`src/inc/cds_cfg.svh`:
```
// Summary of operation
// - select bit 0 individual, 1 global duty
// - one shared global duty value register
// - channels 1-4 switched by on bit or input
// - enable bits pick input gating or swap
// - global channels keep own skip settings
// - one frame steps all four internal duties
// - global and external duties never stepped
// - shared sign bit: 0 down, 1 up
// - step codes none, 4, 8, 16 LSB
// - stepping saturates at 00 and FF
// - F8..FE made by eight-state F7/FF pattern
// - fixed per-value F7 positions in pattern
// - skipping only in normal mode
// - skipping per internal channel, never external
// - skip_enable 0 off, 1 on
// - control inputs deglitched before use
// - external follows on bit; internal channel rise opens window, in fail mode a fail_window_on rise does
// - fail mode: inputs drive, external off
// - inputs wake device and control outputs
// - individual duty is eight bits
// - sub-100 percent change waits next period
// - no modulation in fail or clock fail
`ifndef CDS_CFG_SVH
`define CDS_CFG_SVH
`define CDS_DUTY_RST     8'h00
`define CDS_DUTY_MIN     8'h00
`define CDS_DUTY_MAX     8'hFF
`define CDS_SKIP_LOW     8'hF7
`define CDS_SKIP_FIRST   8'hF8
`define CDS_SKIP_LAST    8'hFE
`define CDS_STEP_4       8'h04
`define CDS_STEP_8       8'h08
`define CDS_STEP_16      8'h10
`define CDS_MASK_FE      8'h01
`define CDS_MASK_FD      8'h11
`define CDS_MASK_FC      8'h15
`define CDS_MASK_FB      8'h55
`define CDS_MASK_FA      8'h57
`define CDS_MASK_F9      8'h77
`define CDS_MASK_F8      8'h7F
`define CDS_DEGLITCH_CYC 4
`endif

```
`src/inc/cds_pkg.sv`:
```
package cds_pkg;
  typedef logic [7:0] cds_duty_t;
  // Pulse-skipping pattern position, one-hot
  typedef enum logic [7:0] {
    CDS_S0 = 8'h01,
    CDS_S1 = 8'h02,
    CDS_S2 = 8'h04,
    CDS_S3 = 8'h08,
    CDS_S4 = 8'h10,
    CDS_S5 = 8'h20,
    CDS_S6 = 8'h40,
    CDS_S7 = 8'h80
  } cds_skip_t;
endpackage

```
`src/verilog/cds_core.sv`:
```
`timescale 1ns/1ps
`include "cds_cfg.svh"
// Index 0..3 are internal channels 1-4, index 4 the external switch
module cds_core #(
  parameter int DG_CYCLES = `CDS_DEGLITCH_CYC
) (
  input  wire logic                    clock,
  input  wire logic                    rst,
  input  wire logic                    fail_mode,
  input  wire logic                    clock_fail,
  input  wire logic                    period_start,
  input  wire logic                    frame_end,
  input  wire logic [4:0]              channel_on,
  input  wire logic [4:0]              global_select,
  input  wire logic [3:0]              input_enable_lo,
  input  wire logic [3:0]              input_enable_hi,
  input  wire logic [3:0]              skip_enable,
  input  wire logic [3:0]              control_input_pin,
  input  wire logic [3:0]              fail_window_on,
  input  wire logic [4:0]              duty_wr,
  input  wire cds_pkg::cds_duty_t      duty_wdata,
  input  wire logic                    global_duty_wr,
  input  wire cds_pkg::cds_duty_t      global_duty_wdata,
  input  wire logic                    step_write,
  input  wire logic                    step_sign,
  input  wire logic [3:0]              step_hi,
  input  wire logic [3:0]              step_lo,
  output logic [4:0]                   channel_state,
  output logic [4:0]                   duty_source,
  output logic [3:0]                   window_start,
  output logic [3:0]                   filtered_control_input,
  output logic                         wake_request,
  output logic                         pwm_active,
  output cds_pkg::cds_duty_t [4:0]     individual_duty_value,
  output cds_pkg::cds_duty_t           global_duty_value,
  output cds_pkg::cds_duty_t [4:0]     applied_duty
);
  import cds_pkg::*;

  localparam int CW = $clog2(DG_CYCLES + 1);

  // Saturating step; never wraps past the rails
  function automatic cds_duty_t step_duty(cds_duty_t v, logic up,
                                          logic hi, logic lo);
    cds_duty_t st;
    st = `CDS_DUTY_MIN;
    unique case ({hi, lo})
      2'b10: st = `CDS_STEP_4;
      2'b01: st = `CDS_STEP_8;
      2'b11: st = `CDS_STEP_16;
      default: st = `CDS_DUTY_MIN;
    endcase
    if (up) begin
      step_duty = (v > `CDS_DUTY_MAX - st) ? `CDS_DUTY_MAX : v + st;
    end else begin
      step_duty = (v < st) ? `CDS_DUTY_MIN : v - st;
    end
  endfunction

  // True when this pattern position outputs the lower value
  function automatic logic skip_low(cds_duty_t v, cds_skip_t ph);
    logic [7:0] m;
    m = 8'h00;
    unique case (v)
      8'hFE: m = `CDS_MASK_FE;
      8'hFD: m = `CDS_MASK_FD;
      8'hFC: m = `CDS_MASK_FC;
      8'hFB: m = `CDS_MASK_FB;
      8'hFA: m = `CDS_MASK_FA;
      8'hF9: m = `CDS_MASK_F9;
      8'hF8: m = `CDS_MASK_F8;
      default: m = 8'h00;
    endcase
    skip_low = |(m & ph);
  endfunction

  logic [3:0]          filt_reg, filt_next;
  logic [3:0][CW-1:0]  dg_cnt_reg, dg_cnt_next;

  // Deglitch: a pin level must persist before it is believed
  always_comb begin
    filt_next   = filt_reg;
    dg_cnt_next = dg_cnt_reg;
    for (int i = 0; i < 4; i++) begin
      if (control_input_pin[i] == filt_reg[i]) begin
        dg_cnt_next[i] = '0;
      end else if (dg_cnt_reg[i] == CW'(DG_CYCLES - 1)) begin
        filt_next[i]   = control_input_pin[i];
        dg_cnt_next[i] = '0;
      end else begin
        dg_cnt_next[i] = dg_cnt_reg[i] + 1'b1;
      end
    end
  end

  always_ff @(posedge clock or posedge rst) begin
    if (rst) begin
      filt_reg   <= '0;
      dg_cnt_reg <= '0;
    end else begin
      filt_reg   <= filt_next;
      dg_cnt_reg <= dg_cnt_next;
    end
  end

  logic [4:0] state_reg, state_next;
  logic [4:0] src_reg, src_next;
  logic [3:0] win_reg, win_next;
  logic [3:0] fw_prev_reg;

  // Channel switching and duty source; only filtered inputs used
  always_comb begin
    state_next = '0;
    src_next   = global_select;
    win_next   = '0;
    for (int i = 0; i < 4; i++) begin
      if (fail_mode) begin
        state_next[i] = filt_reg[i];
        win_next[i]   = fail_window_on[i] & ~fw_prev_reg[i];
      end else begin
        if (!channel_on[i]) begin
          state_next[i] = 1'b0;
        end else if (input_enable_hi[i]) begin
          state_next[i] = 1'b1;
          src_next[i]   = global_select[i] ^ filt_reg[i];
        end else if (input_enable_lo[i]) begin
          state_next[i] = filt_reg[i];
        end else begin
          state_next[i] = 1'b1;
        end
        win_next[i] = state_next[i] & ~state_reg[i];
      end
    end
    // External switch ignores inputs, off in fail mode
    state_next[4] = channel_on[4] & ~fail_mode;
  end

  always_ff @(posedge clock or posedge rst) begin
    if (rst) begin
      state_reg   <= '0;
      src_reg     <= '0;
      win_reg     <= '0;
      fw_prev_reg <= '0;
    end else begin
      state_reg   <= state_next;
      src_reg     <= src_next;
      win_reg     <= win_next;
      fw_prev_reg <= fail_window_on;
    end
  end

  cds_duty_t [4:0] ind_reg, ind_next;
  cds_duty_t       glob_reg, glob_next;

  // Duty storage; bulk step touches internal channels only
  always_comb begin
    ind_next  = ind_reg;
    glob_next = glob_reg;
    if (global_duty_wr) begin
      glob_next = global_duty_wdata;
    end
    if (frame_end && step_write) begin
      for (int i = 0; i < 4; i++) begin
        ind_next[i] = step_duty(ind_reg[i], step_sign,
                                step_hi[i], step_lo[i]);
      end
    end
    // A direct write in the same cycle wins over a step
    for (int i = 0; i < 5; i++) begin
      if (duty_wr[i]) begin
        ind_next[i] = duty_wdata;
      end
    end
  end

  always_ff @(posedge clock or posedge rst) begin
    if (rst) begin
      ind_reg  <= {5{`CDS_DUTY_RST}};
      glob_reg <= `CDS_DUTY_RST;
    end else begin
      ind_reg  <= ind_next;
      glob_reg <= glob_next;
    end
  end

  cds_skip_t phase_reg, phase_next;

  // Pattern position steps once per period
  always_comb begin
    phase_next = phase_reg;
    if (period_start) begin
      unique case (phase_reg)
        CDS_S0: phase_next = CDS_S1;
        CDS_S1: phase_next = CDS_S2;
        CDS_S2: phase_next = CDS_S3;
        CDS_S3: phase_next = CDS_S4;
        CDS_S4: phase_next = CDS_S5;
        CDS_S5: phase_next = CDS_S6;
        CDS_S6: phase_next = CDS_S7;
        CDS_S7: phase_next = CDS_S0;
        default: phase_next = CDS_S0;
      endcase
    end
  end

  always_ff @(posedge clock or posedge rst) begin
    if (rst) begin
      phase_reg <= CDS_S0;
    end else begin
      phase_reg <= phase_next;
    end
  end

  cds_duty_t [4:0] sel_duty;
  cds_duty_t [4:0] app_reg, app_next;

  // Full duty applies at once; anything lower waits for the period
  always_comb begin
    app_next = app_reg;
    for (int i = 0; i < 5; i++) begin
      sel_duty[i] = src_reg[i] ? glob_reg : ind_reg[i];
    end
    for (int i = 0; i < 5; i++) begin
      if (period_start || sel_duty[i] == `CDS_DUTY_MAX) begin
        app_next[i] = sel_duty[i];
      end
    end
    // Skipping puts out only F7 or full; the external never skips
    for (int i = 0; i < 4; i++) begin
      if (period_start && skip_enable[i] && !fail_mode
          && sel_duty[i] >= `CDS_SKIP_FIRST
          && sel_duty[i] <= `CDS_SKIP_LAST) begin
        app_next[i] = skip_low(sel_duty[i], phase_reg)
                    ? `CDS_SKIP_LOW : `CDS_DUTY_MAX;
      end
    end
  end

  always_ff @(posedge clock or posedge rst) begin
    if (rst) begin
      app_reg <= {5{`CDS_DUTY_RST}};
    end else begin
      app_reg <= app_next;
    end
  end

  // Outputs straight from flops, except the wake OR and the mode level
  assign channel_state          = state_reg;
  assign duty_source            = src_reg;
  assign window_start           = win_reg;
  assign filtered_control_input = filt_reg;
  assign wake_request           = |filt_reg;
  assign pwm_active             = ~fail_mode & ~clock_fail;
  assign individual_duty_value  = ind_reg;
  assign global_duty_value      = glob_reg;
  assign applied_duty           = app_reg;

  // Checks
  wire logic step0 = frame_end && step_write && !duty_wr[0];

  ext_untouched_a: assert property (
    @(posedge clock) disable iff (rst)
    frame_end && step_write && !duty_wr[4] && !global_duty_wr
    |=> $stable(ind_reg[4]) && $stable(glob_reg))
    else $error("step changed external or global duty");
  step_up_a: assert property (
    @(posedge clock) disable iff (rst)
    step0 && step_sign |=> ind_reg[0] >= $past(ind_reg[0]))
    else $error("increment wrapped below old value");
  step_down_a: assert property (
    @(posedge clock) disable iff (rst)
    step0 && !step_sign |=> ind_reg[0] <= $past(ind_reg[0]))
    else $error("decrement raised the duty");
  step_none_a: assert property (
    @(posedge clock) disable iff (rst)
    step0 && !step_hi[0] && !step_lo[0] |=> $stable(ind_reg[0]))
    else $error("zero step code changed duty");
  fail_ext_off_a: assert property (
    @(posedge clock) disable iff (rst)
    fail_mode |=> !channel_state[4])
    else $error("external channel on in fail mode");
  on_bit_off_a: assert property (
    @(posedge clock) disable iff (rst)
    !fail_mode && !channel_on[0] |=> !channel_state[0])
    else $error("channel on while on bit clear");
  deglitch_hold_a: assert property (
    @(posedge clock) disable iff (rst)
    $changed(filt_reg[0]) |-> $past(control_input_pin[0]) == filt_reg[0]
      && $past(control_input_pin[0], 2) == filt_reg[0])
    else $error("filter followed a short pulse");
  skip_first_a: assert property (
    @(posedge clock) disable iff (rst)
    period_start && skip_enable[0] && !fail_mode
      && sel_duty[0] == `CDS_SKIP_LAST && phase_reg == CDS_S0
    |=> applied_duty[0] == `CDS_SKIP_LOW)
    else $error("pattern slot S0 not low for FE");
  // Unskipped slots must show full duty, not the raw value
  skip_high_a: assert property (
    @(posedge clock) disable iff (rst)
    period_start && skip_enable[0] && !fail_mode
      && sel_duty[0] == `CDS_SKIP_LAST && phase_reg != CDS_S0
    |=> applied_duty[0] == `CDS_DUTY_MAX)
    else $error("pattern slot after S0 not full for FE");
  window_rise_a: assert property (
    @(posedge clock) disable iff (rst)
    !fail_mode && !$past(fail_mode) && $rose(channel_state[0])
    |-> window_start[0])
    else $error("rising channel without window start");
  phase_wrap_a: assert property (
    @(posedge clock) disable iff (rst)
    period_start && phase_reg == CDS_S7 |=> phase_reg == CDS_S0)
    else $error("pattern did not wrap to S0");

  bulk_up_c: cover property (@(posedge clock) disable iff (rst)
    step0 && step_sign && ind_reg[0] == `CDS_DUTY_MAX);
  swap_c: cover property (@(posedge clock) disable iff (rst)
    input_enable_hi[0] && filt_reg[0] && channel_on[0]);
  skip_c: cover property (@(posedge clock) disable iff (rst)
    app_reg[1] == `CDS_SKIP_LOW && skip_enable[1]);
  fail_win_c: cover property (@(posedge clock) disable iff (rst)
    fail_mode && win_reg[1]);
endmodule

```
`config.mk`:
```
export PLATFORM = sky130hd
export DESIGN_NAME = cds_core
export DESIGN_NICKNAME = d
export VERILOG_FILES = /design/src/inc/cds_pkg.sv /design/src/verilog/cds_core.sv
export VERILOG_INCLUDE_DIRS = /design/src /design/src/inc
export SDC_FILE = /design/constraint.sdc
export NUM_CORES = 1
export LEC_CHECK = 0
export BUFFER_PORTS_ARGS = -buffer_cell sky130_fd_sc_hd__buf_4
export CAP_MARGIN = 20
export CELL_PAD_IN_SITES_DETAIL_PLACEMENT = 1
export CELL_PAD_IN_SITES_GLOBAL_PLACEMENT = 2
export CORE_UTILIZATION = 34
export CTS_BUF_LIST = sky130_fd_sc_hd__clkbuf_8 sky130_fd_sc_hd__clkbuf_16
export DETAILED_ROUTE_END_ITERATION = 8
export GPL_ROUTABILITY_DRIVEN = 0
export PLACE_DENSITY_LB_ADDON = 0.1
export SLEW_MARGIN = 10
export SYNTH_ARGS = -nofsm -noshare
export SYNTH_HDL_FRONTEND = slang
export SYNTH_SLANG_ARGS = --single-unit
```
`constraint.sdc`:
```
create_clock -name clock -period 4.3 [get_ports clock]
set_input_delay 0 -clock clock [delete_from_list [all_inputs] [get_ports clock]]
set_output_delay 0 -clock clock [all_outputs]
set_load 0.01 [all_outputs]
```
---- Word-level counts from Yosys, hierarchy flattened ----
Index checks and enable logic that the tools add are counted.
storage, ports and cells
  logic and storage cells ................. 283
  bits in registers ....................... 130
  input port bits ......................... 68
  output and inout bits ................... 108
operators by class
  reductions and logical operators ........ 40
  muxes and demuxes ....................... 95
  equal/unequal tests ..................... 60
  $lt $le $gt $ge ......................... 16
  add/subtract/negate cells ............... 16
  bitwise operators ....................... 32
operators with widths
  kind                 number
  $mux 8               37
  $eq 8x8->1 const B   33
  $pmux 7 s7           4
  $pmux 5 s3           4
  $pmux 8 s7           1
  $mux 1               36
  $add 8x8->8          4
  $and 8x8->8          4
  $ge 8x8->1 const B   4
  $gt 8x8->1           4
  $le 8x8->1 const B   4
  $lt 8x8->1           4
  $mux 32              1
  $reduce_or 8->1      4
  $sub 8x8->8          4
  $sub 8x8->8 const A  4
  $mux 3               8
  $logic_and 1x1->1    17
  $eq 2x2->1 const B   8
  $mux 4               4
  $reduce_bool 2->1    8
  $not 1->1            14
  $add 3x1->3 const B  4
  $eq 3x2->1 const B   4
  15 further kinds     40

---- Longest topological paths before layout ----
Gate-level depths: netlist of run 1.
  word-level depth ........................ 9
  mapped depth ............................ 9
  mapped depth without buffers ............ 9

---- Worst setup path before layout of run 1 ----
Ideal clock, no wire load.
  path type ............................... register to register
  from .................................... register ind_reg, in the netlist individual_duty_value[18]
  to ...................................... register ind_reg, in the netlist individual_duty_value[18]
  data required time ...................... 4.168 ns
  slack ................................... 2.052 ns
  stages on the path, launching flop included .. 10
  arrival time ............................ 2.116 ns
  clock period less this slack ............ 2.248 ns
  path buffers ............................ 0
  library setup time ...................... 0.132 ns
  cell sequence ........................... dfrtp_1 > inv_1 > ha_1 > inv_1 > fa_1 > a211oi_1 > nor3b_1 > a221oi_1 > a211oi_1 > a21oi_1
between the ends
  word-level cells in the longest chain between the ends .. 5
  elaborated cells on any way between the ends .. 9
  classes of those cells .................. add/sub: 2; order compare: 2; mux: 5
ends and longest elaborated chain
  element                              line                            text
  start, declared                      cds_core.sv:152                 cds_duty_t [4:0] ind_reg, ind_next;
  start signal, assigned               cds_core.sv:178                 ind_reg <= {5{`CDS_DUTY_RST}};
  start signal, assigned               cds_core.sv:181                 ind_reg <= ind_next;
  $sub 8x8->8 (tied with other cells)  cds_core.sv:56                  step_duty = (v < st) ? `CDS_DUTY_MIN : v - st;
  $mux 8, on equally long branches     cds_core.sv:56, cds_core.sv:54
  $mux 8 (*)                           cds_core.sv:53                  if (up) begin
  $mux 32 (*)                          cds_core.sv:162                 if (frame_end && step_write) begin
  $mux 8 (*)                           cds_core.sv:170                 if (duty_wr[i]) begin
Mark *: on every way between the ends. The rest lies on a longest branch, timed or not. The select of a mux whose other input is x is not followed.
A chain may end at the register's enable or synchronous reset.

---- Worst setup path after layout of run 1 ----
  from .................................... register ind_reg, in the netlist individual_duty_value[26]
  to ...................................... register ind_reg, in the netlist individual_duty_value[26]
Same word-level chain as after synthesis.

==> qor.log, run 1 <==
INFO  floorplanning  core=23600µm²
INFO  routing        route.detailed.drc=0
INFO  global_route   grt_pass1_vias=8058
INFO  clocking       clk_latency=0.43ns
INFO  job            drv.max_cap_violation_count=0
INFO  final_layout   fill_cells=2724
INFO  logic_synthesis ys.warnings.count=0
INFO  routing        detail_route.first_pass.iterations=4
INFO  logic_synthesis synth_nets=991
INFO  setup_path     critical_path_peak_fanout=6
INFO  final_layout   n_antenna_cell=0
INFO  logic_synthesis synth-async-reset-ratio=1.00
INFO  timing         finalClockSkew=0.0128ns
INFO  floorplanning  pin_count=176
INFO  setup_path     critPathLaunch=individual_duty_value[26]$_DFFE_PP0P_
INFO  power_and_ir_drop p_leak=4.93nW
INFO  clocking       cts_resized=0
INFO  timing         timing.setup.tns=0ns
INFO  final_layout   stdcell_area=11100µm²
INFO  timing         fmax=0.325GHz
INFO  timing         finalCriticalPeriod=3.07ns
INFO  setup_path     reg2regPathDepth=8
INFO  timing         finalSetupViolations=0
INFO  global_route   grt_antenna_before_repair=0
INFO  setup_path     timing.critical_path.to=individual_duty_value[26]$_DFFE_PP0P_
INFO  floorplanning  floorplan.die.height=158µm
INFO  logic_synthesis mean_cell_area_of_the_mapped_netlist=9.29µm²
INFO  clocking       clock_tree_from_tritoncts=yes
INFO  placed_design  port-buffer-count=175
INFO  floorplanning  num_rows=56
INFO  setup_path     critical_path.startpoint_type=flip-flop
INFO  logic_synthesis synth-edff-count=0
INFO  clocking       cts_buffer_depth=2
INFO  global_route   wire_length_of_the_first_global_routing_pass=46400µm
INFO  logic_synthesis synth_seq_area_share=0.395
INFO  floorplanning  initial_utilization=0.349
INFO  logic_synthesis area_contributors_post_synth=dfrtp_1, mux2_2, ha_1
INFO  clocking       count_of_h_tree_levels_built_during_cts=4
INFO  final_layout   layout.cells.most_common_list=buf_4, dfrtp_1, nand2_1, dlygate4sd3_1, o21ai_0
INFO  power_and_ir_drop irDropWorstVdd=230µV
INFO  clocking       cts_made_buffers=17
INFO  logic_synthesis synthCells=887
INFO  placed_design  hpwl_after_detailed_placement=21400µm
INFO  logic_synthesis synth-main-ff-cell=dfrtp_1
INFO  floorplanning  dieWidth=158µm
INFO  final_layout   layout_commonest_cell=buf_4
INFO  global_route   grt_max_degree=106
INFO  routing        vias_per_cell=5.38
INFO  timing         min_period_over_period=0.715
INFO  worst_hold_path worst_hold_startpoint=period_start
INFO  floorplanning  design.die.area=24900µm²
INFO  worst_hold_path worstHoldPathCells=2
INFO  clocking       clk_pin_slew_worst_paths=0.07ns
INFO  routing        postRouteWirelength=29900µm
INFO  final_layout   area_growth=34.2%
INFO  setup_path     regToRegEndpoint=individual_duty_value[26]$_DFFE_PP0P_
INFO  setup_path     timing.setup.critical_path_class=reg -> reg
INFO  setup_path     arrival=3.44ns
INFO  setup_path     worst_setup_path_end_kind=flip-flop
INFO  setup_path     worstPathRequired=4.67ns
INFO  worst_hold_path min_path_type=in -> reg
INFO  clocking       clock_root_buffer=clkbuf_16
INFO  logic_synthesis syn_area=8240µm²
INFO  logic_synthesis netlist.area_leader.share=0.392
INFO  logic_synthesis synth_area_leader_cell=dfrtp_1
INFO  global_route   gr-usage-all-layers=0.248
INFO  routing        detail-route-antenna-nets=0
INFO  final_layout   final_layout_size_suffix_gt1_frac=0.241
INFO  clocking       cts_sinks=130
INFO  timing         max_slew_margin=0.375
INFO  logic_synthesis synth_seq_cells=130
INFO  global_route   overflow=0
INFO  logic_synthesis synth_cell_type_count=75
INFO  timing         report.final.slew_viol_count=0
INFO  routing        route.vias.total=7716
INFO  setup_path     r2r-start=individual_duty_value[26]$_DFFE_PP0P_
INFO  status         outcome=completed
INFO  timing         worstMarginPinSlew=0.937ns
INFO  routing        drt-initial-drc-count=445
INFO  timing         hold_viol_final=0
INFO  power_and_ir_drop pwr_cell_area=419nW/µm²
INFO  setup_path     worst-r2r-setup-slack=1.23ns
INFO  routing        route.detailed.wl_per_inst=20.9µm
INFO  final_layout   final_layout_net_count=1205
INFO  timing         rsz_0062_raised_after_global_routing=no
INFO  placed_design  post_dp_cell_area=9690µm²
-- synth_stat cells, types with 12 or more instances --
| cell type | count |
|---|---|
| a21oi_1 | 47 |
| dfrtp_1 | 129 |
| nand2b_1 | 15 |
| o21ai_0 | 57 |
| mux2_2 | 40 |
| xnor2_1 | 17 |
| nor2b_1 | 25 |
| nand2_1 | 92 |
| inv_1 | 41 |
| clkbuf_1 | 34 |
| nor2_1 | 46 |
| and3_1 | 12 |
| buf_2 | 14 |
| ha_1 | 28 |
| mux2i_1 | 24 |
| nor3_1 | 38 |
-- layout make-up --
cell class              count  area, µm²  area share
multi-input cells         659       4540       0.411
clock buffers              17        425      0.0385
clock inverters            15        184      0.0166
repair buffers            251       2080       0.189
well taps                 319        399      0.0361
flip-flops and latches    130       3250       0.294
inverters                  42        163      0.0147
-- worst max-delay path: stages, from the launching register on --
cell	delay (ns)
dfrtp_1	0.43
ha_1	0.21
inv_1	0.06
fa_1	0.39
o21ba_2	0.25
a2111oi_2	0.64
nor2b_1	0.11
o41ai_1	0.34
dlygate4sd3_1	0.59
-- routing by layer --
metal	vias to the layer above	track usage	wire length, µm
li1	3656	-	-
met1	3838	0.328	13800
met2	195	0.416	14300
met3	27	0.0443	1320
met4	0	0.0661	400
met5	-	0	0
-- repair_timing --
item / in CTS / in global routing
endpoints found under the setup margin: 0 / 0
hold endpoints to repair: 193 / 0
hold buffers: 72 / 0
setup buffers: 0 / 0
-- cell families (layout without fill, tap and decap cells) --
group / after synthesis / after routing / synth area share
and+or+nand+nor: 307 / 307 / 0.195
buffers and inverters: 98 / 325 / 0.0536
DFF: 130 / 130 / 0.395
adders and majority gates: 36 / 36 / 0.0620
muxes: 64 / 64 / 0.0838
AOI/OAI and AO/OA: 230 / 230 / 0.187
xor gates and xnor gates: 22 / 22 / 0.0234
-- report_power, final --
group / internal, W / switching [W] / total [W]
registers: 0.00143 / 0.000343 / 0.00177
clock network: 0.000790 / 0.000704 / 0.00149
logic: 0.000707 / 0.000660 / 0.00137
-- how the worst min path moves through the flow --
stage,endpoint,slack [ns]
floorplan,duty_source[4]$_DFF_PP0_,0.03
global placement,duty_source[4]$_DFF_PP0_,0.11
detailed placement,duty_source[4]$_DFF_PP0_,0.11
CTS,phase_reg[4]$_DFFE_PP0P_,0.004
global route,individual_duty_value[15]$_DFFE_PP0P_,0.04
finish,phase_reg[3]$_DFFE_PP0P_,0.03
-- per-stage QoR --
| step | cells | total power (W) | worst slack (ns) | hold WS (ns) | utilization |
|---|---|---|---|---|---|
| after floorplan | 887 | 0.00247 | 0.832 | 0.0314 | - |
| after global placement | 1328 | 0.00307 | 1.78 | 0.114 | 0.411 |
| after detailed placement | 1328 | 0.00308 | 1.79 | 0.111 | 0.411 |
| after CTS | 1432 | 0.00467 | 1.24 | 0.00382 | 0.467 |
| after global routing | 1433 | 0.00489 | 1.10 | 0.0390 | 0.468 |
| final | 1433 | 0.00463 | 1.23 | 0.0270 | 0.468 |
(Power assumes the default switching activity.)
==> run 2: changes to the inputs <==
clock period = 3.1 ns   (was 4.3 ns; I/O delays follow)
==> run 2 against run 1 <==
  * Clock-buffer cell count unchanged
  * Highest routed layer unchanged
  * Flip-flop and latch count is the same
  * Critical path type unchanged
  * Design area rose by 0.97%
  * Cell count is 1.1% higher
  * Global-route usage grew 0.71 points
  * Combinational power rose by 45%
  * Total power rose by 39%
  * Setup slack worse by 1.0 ns
  * Clock skew decreased by 0.0027 ns
  * Clock power is 38% higher
  * Routed wire length up 1.9%
  * Non-clock buffer count is 16 higher
==> qor.log, run 2 (synthesized netlist as in run 1, its figures left out) <==
INFO  final_layout   layout.cells.most_common_list=buf_4, dfrtp_1, nand2_1, dlygate4sd3_1, o21ai_0
INFO  final_layout   area_growth=35.5%
INFO  final_layout   final_layout_size_suffix_gt1_frac=0.253
INFO  final_layout   stdcell_area=11200µm²
INFO  floorplanning  floorplan.die.height=158µm
INFO  clocking       count_of_h_tree_levels_built_during_cts=4
INFO  timing         rsz_0062_raised_after_global_routing=no
INFO  global_route   wire_length_of_the_first_global_routing_pass=47600µm
INFO  clocking       clock_root_buffer=clkbuf_16
INFO  timing         finalClockSkew=0.0102ns
INFO  final_layout   ff_latch_area=3250µm²
INFO  worst_hold_path worstHoldPathCells=2
INFO  timing         hold_viol_final=0
INFO  power_and_ir_drop irDropWorstVdd=333µV
INFO  timing         finalCriticalPeriod=2.91ns
INFO  placed_design  dp_worst_setup_slack=0.627ns
INFO  floorplanning  num_rows=56
INFO  routing        postRouteWirelength=30500µm
INFO  final_layout   final_layout_net_count=1221
INFO  routing        route.vias.total=7868
INFO  clocking       clk_pin_slew_worst_paths=0.07ns
INFO  floorplanning  dieWidth=158µm
INFO  global_route   gr-usage-all-layers=0.255
INFO  setup_path     worst_setup_path_end_kind=flip-flop
INFO  setup_path     reg2regPathDepth=9
INFO  setup_path     arrival=3.27ns
INFO  timing         report.final.slew_viol_count=0
INFO  global_route   overflow=0
INFO  clocking       cts_sinks=130
INFO  timing         min_period_over_period=0.940
INFO  setup_path     critical_path.startpoint_type=flip-flop
INFO  placed_design  port-buffer-count=175
INFO  worst_hold_path min_delay_worst_endpoint=phase_reg[6]$_DFFE_PP0P_
INFO  setup_path     timing.setup.critical_path_class=reg -> reg
INFO  worst_hold_path worst_hold_startpoint=period_start
INFO  clocking       clk_latency=0.42ns
INFO  placed_design  hpwl_after_detailed_placement=22400µm
INFO  clocking       cts_made_buffers=17
INFO  setup_path     critical_path_peak_fanout=6
INFO  placed_design  post_dp_cell_area=9830µm²
INFO  final_layout   fill_cells=2736
INFO  power_and_ir_drop pwr_cell_area=577nW/µm²
INFO  routing        route.detailed.wl_per_inst=21.0µm
INFO  routing        detail-route-antenna-nets=0
INFO  routing        vias_per_cell=5.43
INFO  timing         finalSetupViolations=0
INFO  status         outcome=completed
INFO  setup_path     regToRegEndpoint=individual_duty_value[17]$_DFFE_PP0P_
INFO  timing         fmax=0.343GHz
INFO  floorplanning  initial_utilization=0.349
INFO  floorplanning  design.die.area=24900µm²
INFO  floorplanning  core=23600µm²
INFO  global_route   grt_max_degree=66
INFO  timing         max_slew_margin=0.424
INFO  timing         postLayoutSetupSlackWorst=0.187ns
INFO  final_layout   multiInputGateArea=4560µm²
INFO  global_route   grt_antenna_before_repair=0
INFO  setup_path     worst-r2r-setup-slack=0.19ns
INFO  job            drv.max_cap_violation_count=0
INFO  final_layout   n_antenna_cell=0
INFO  routing        route.detailed.drc=0
INFO  timing         worstMarginPinSlew=0.842ns
INFO  final_layout   layout_commonest_cell=buf_4
INFO  routing        detail_route.first_pass.iterations=5
INFO  routing        drt-initial-drc-count=347
INFO  clocking       cts_buffer_depth=2
INFO  timing         timing.setup.tns=0ns
INFO  global_route   grt_pass1_vias=8166
INFO  setup_path     worstPathRequired=3.46ns
INFO  clocking       clock_tree_from_tritoncts=yes
INFO  floorplanning  pin_count=176
INFO  worst_hold_path min_path_type=in -> reg
INFO  power_and_ir_drop p_leak=5.00nW
INFO  setup_path     r2r-start=individual_duty_value[18]$_DFFE_PP0P_
[run 2: how the worst max path moves through the flow]
stage	from	end	slack [ns]
2_1_floorplan	individual_duty_value[18]$_DFFE_PP0P_	individual_duty_value[18]$_DFFE_PP0P_	0.85
3_3_place_gp	individual_duty_value[26]$_DFFE_PP0P_	individual_duty_value[25]$_DFFE_PP0P_	0.56
3_5_place_dp	individual_duty_value[26]$_DFFE_PP0P_	individual_duty_value[25]$_DFFE_PP0P_	0.63
4_1_cts	individual_duty_value[27]$_DFFE_PP0P_	individual_duty_value[26]$_DFFE_PP0P_	0.12
5_1_grt	individual_duty_value[18]$_DFFE_PP0P_	individual_duty_value[17]$_DFFE_PP0P_	0.02
6_report	individual_duty_value[18]$_DFFE_PP0P_	individual_duty_value[17]$_DFFE_PP0P_	0.19
[run 2: final cells by class]
cell class | instances | share of cell area
Tap cell | 319 | 0.0358
Timing Repair Buffer | 267 | 0.197
Clock inverter | 15 | 0.0146
Inverter | 42 | 0.0145
Sequential cell | 130 | 0.292
Clock buffer | 17 | 0.0381
Multi-Input combinational cell | 659 | 0.409
[run 2: per-stage QoR]
stage	std cells	util	hold WS (ns)	total power, W
5_1_grt	1449	0.473	0.0341	0.00682
3_3_place_gp	1345	0.416	0.115	0.00430
2_1_floorplan	887	-	0.0314	0.00342
3_5_place_dp	1345	0.416	0.119	0.00432
4_1_cts	1449	0.472	0.00615	0.00648
6_report	1449	0.473	0.0275	0.00644
[run 2: worst max-delay path, stage by stage, from the launching register on]
cell           delay [ns]
dfrtp_1              0.44
ha_1                 0.22
inv_1                0.06
fa_1                 0.39
o21bai_1             0.25
nand4_1              0.22
nor3_1               0.42
a21oi_1              0.08
o21ai_0              0.18
dlygate4sd3_1        0.58
[run 2: repair_timing]
action | CTS | global route
hold endpoints to repair | 118 | 0
buffers inserted | 0 | 0
resized for setup | 0 | 3
hold buffers | 72 | 0
setup endpoints to repair | 0 | 3
[run 2: metal layers]
layer / global-route usage / up-vias / share of wire
met5: 0 / - / 0
met4: 0.0832 / 0 / 0.020
met3: 0.0438 / 35 / 0.047
met2: 0.414 / 228 / 0.47
met1: 0.345 / 3923 / 0.46
li1: - / 3682 / -
[run 2: report_power, final]
part	internal, W	switching, W	leakage (nW)	total, W
clock	0.00115	0.000902	0.294	0.00205
combinational	0.00100	0.000978	3.14	0.00198
sequential	0.00198	0.000432	1.56	0.00241
total	0.00413	0.00231	5.00	0.00644
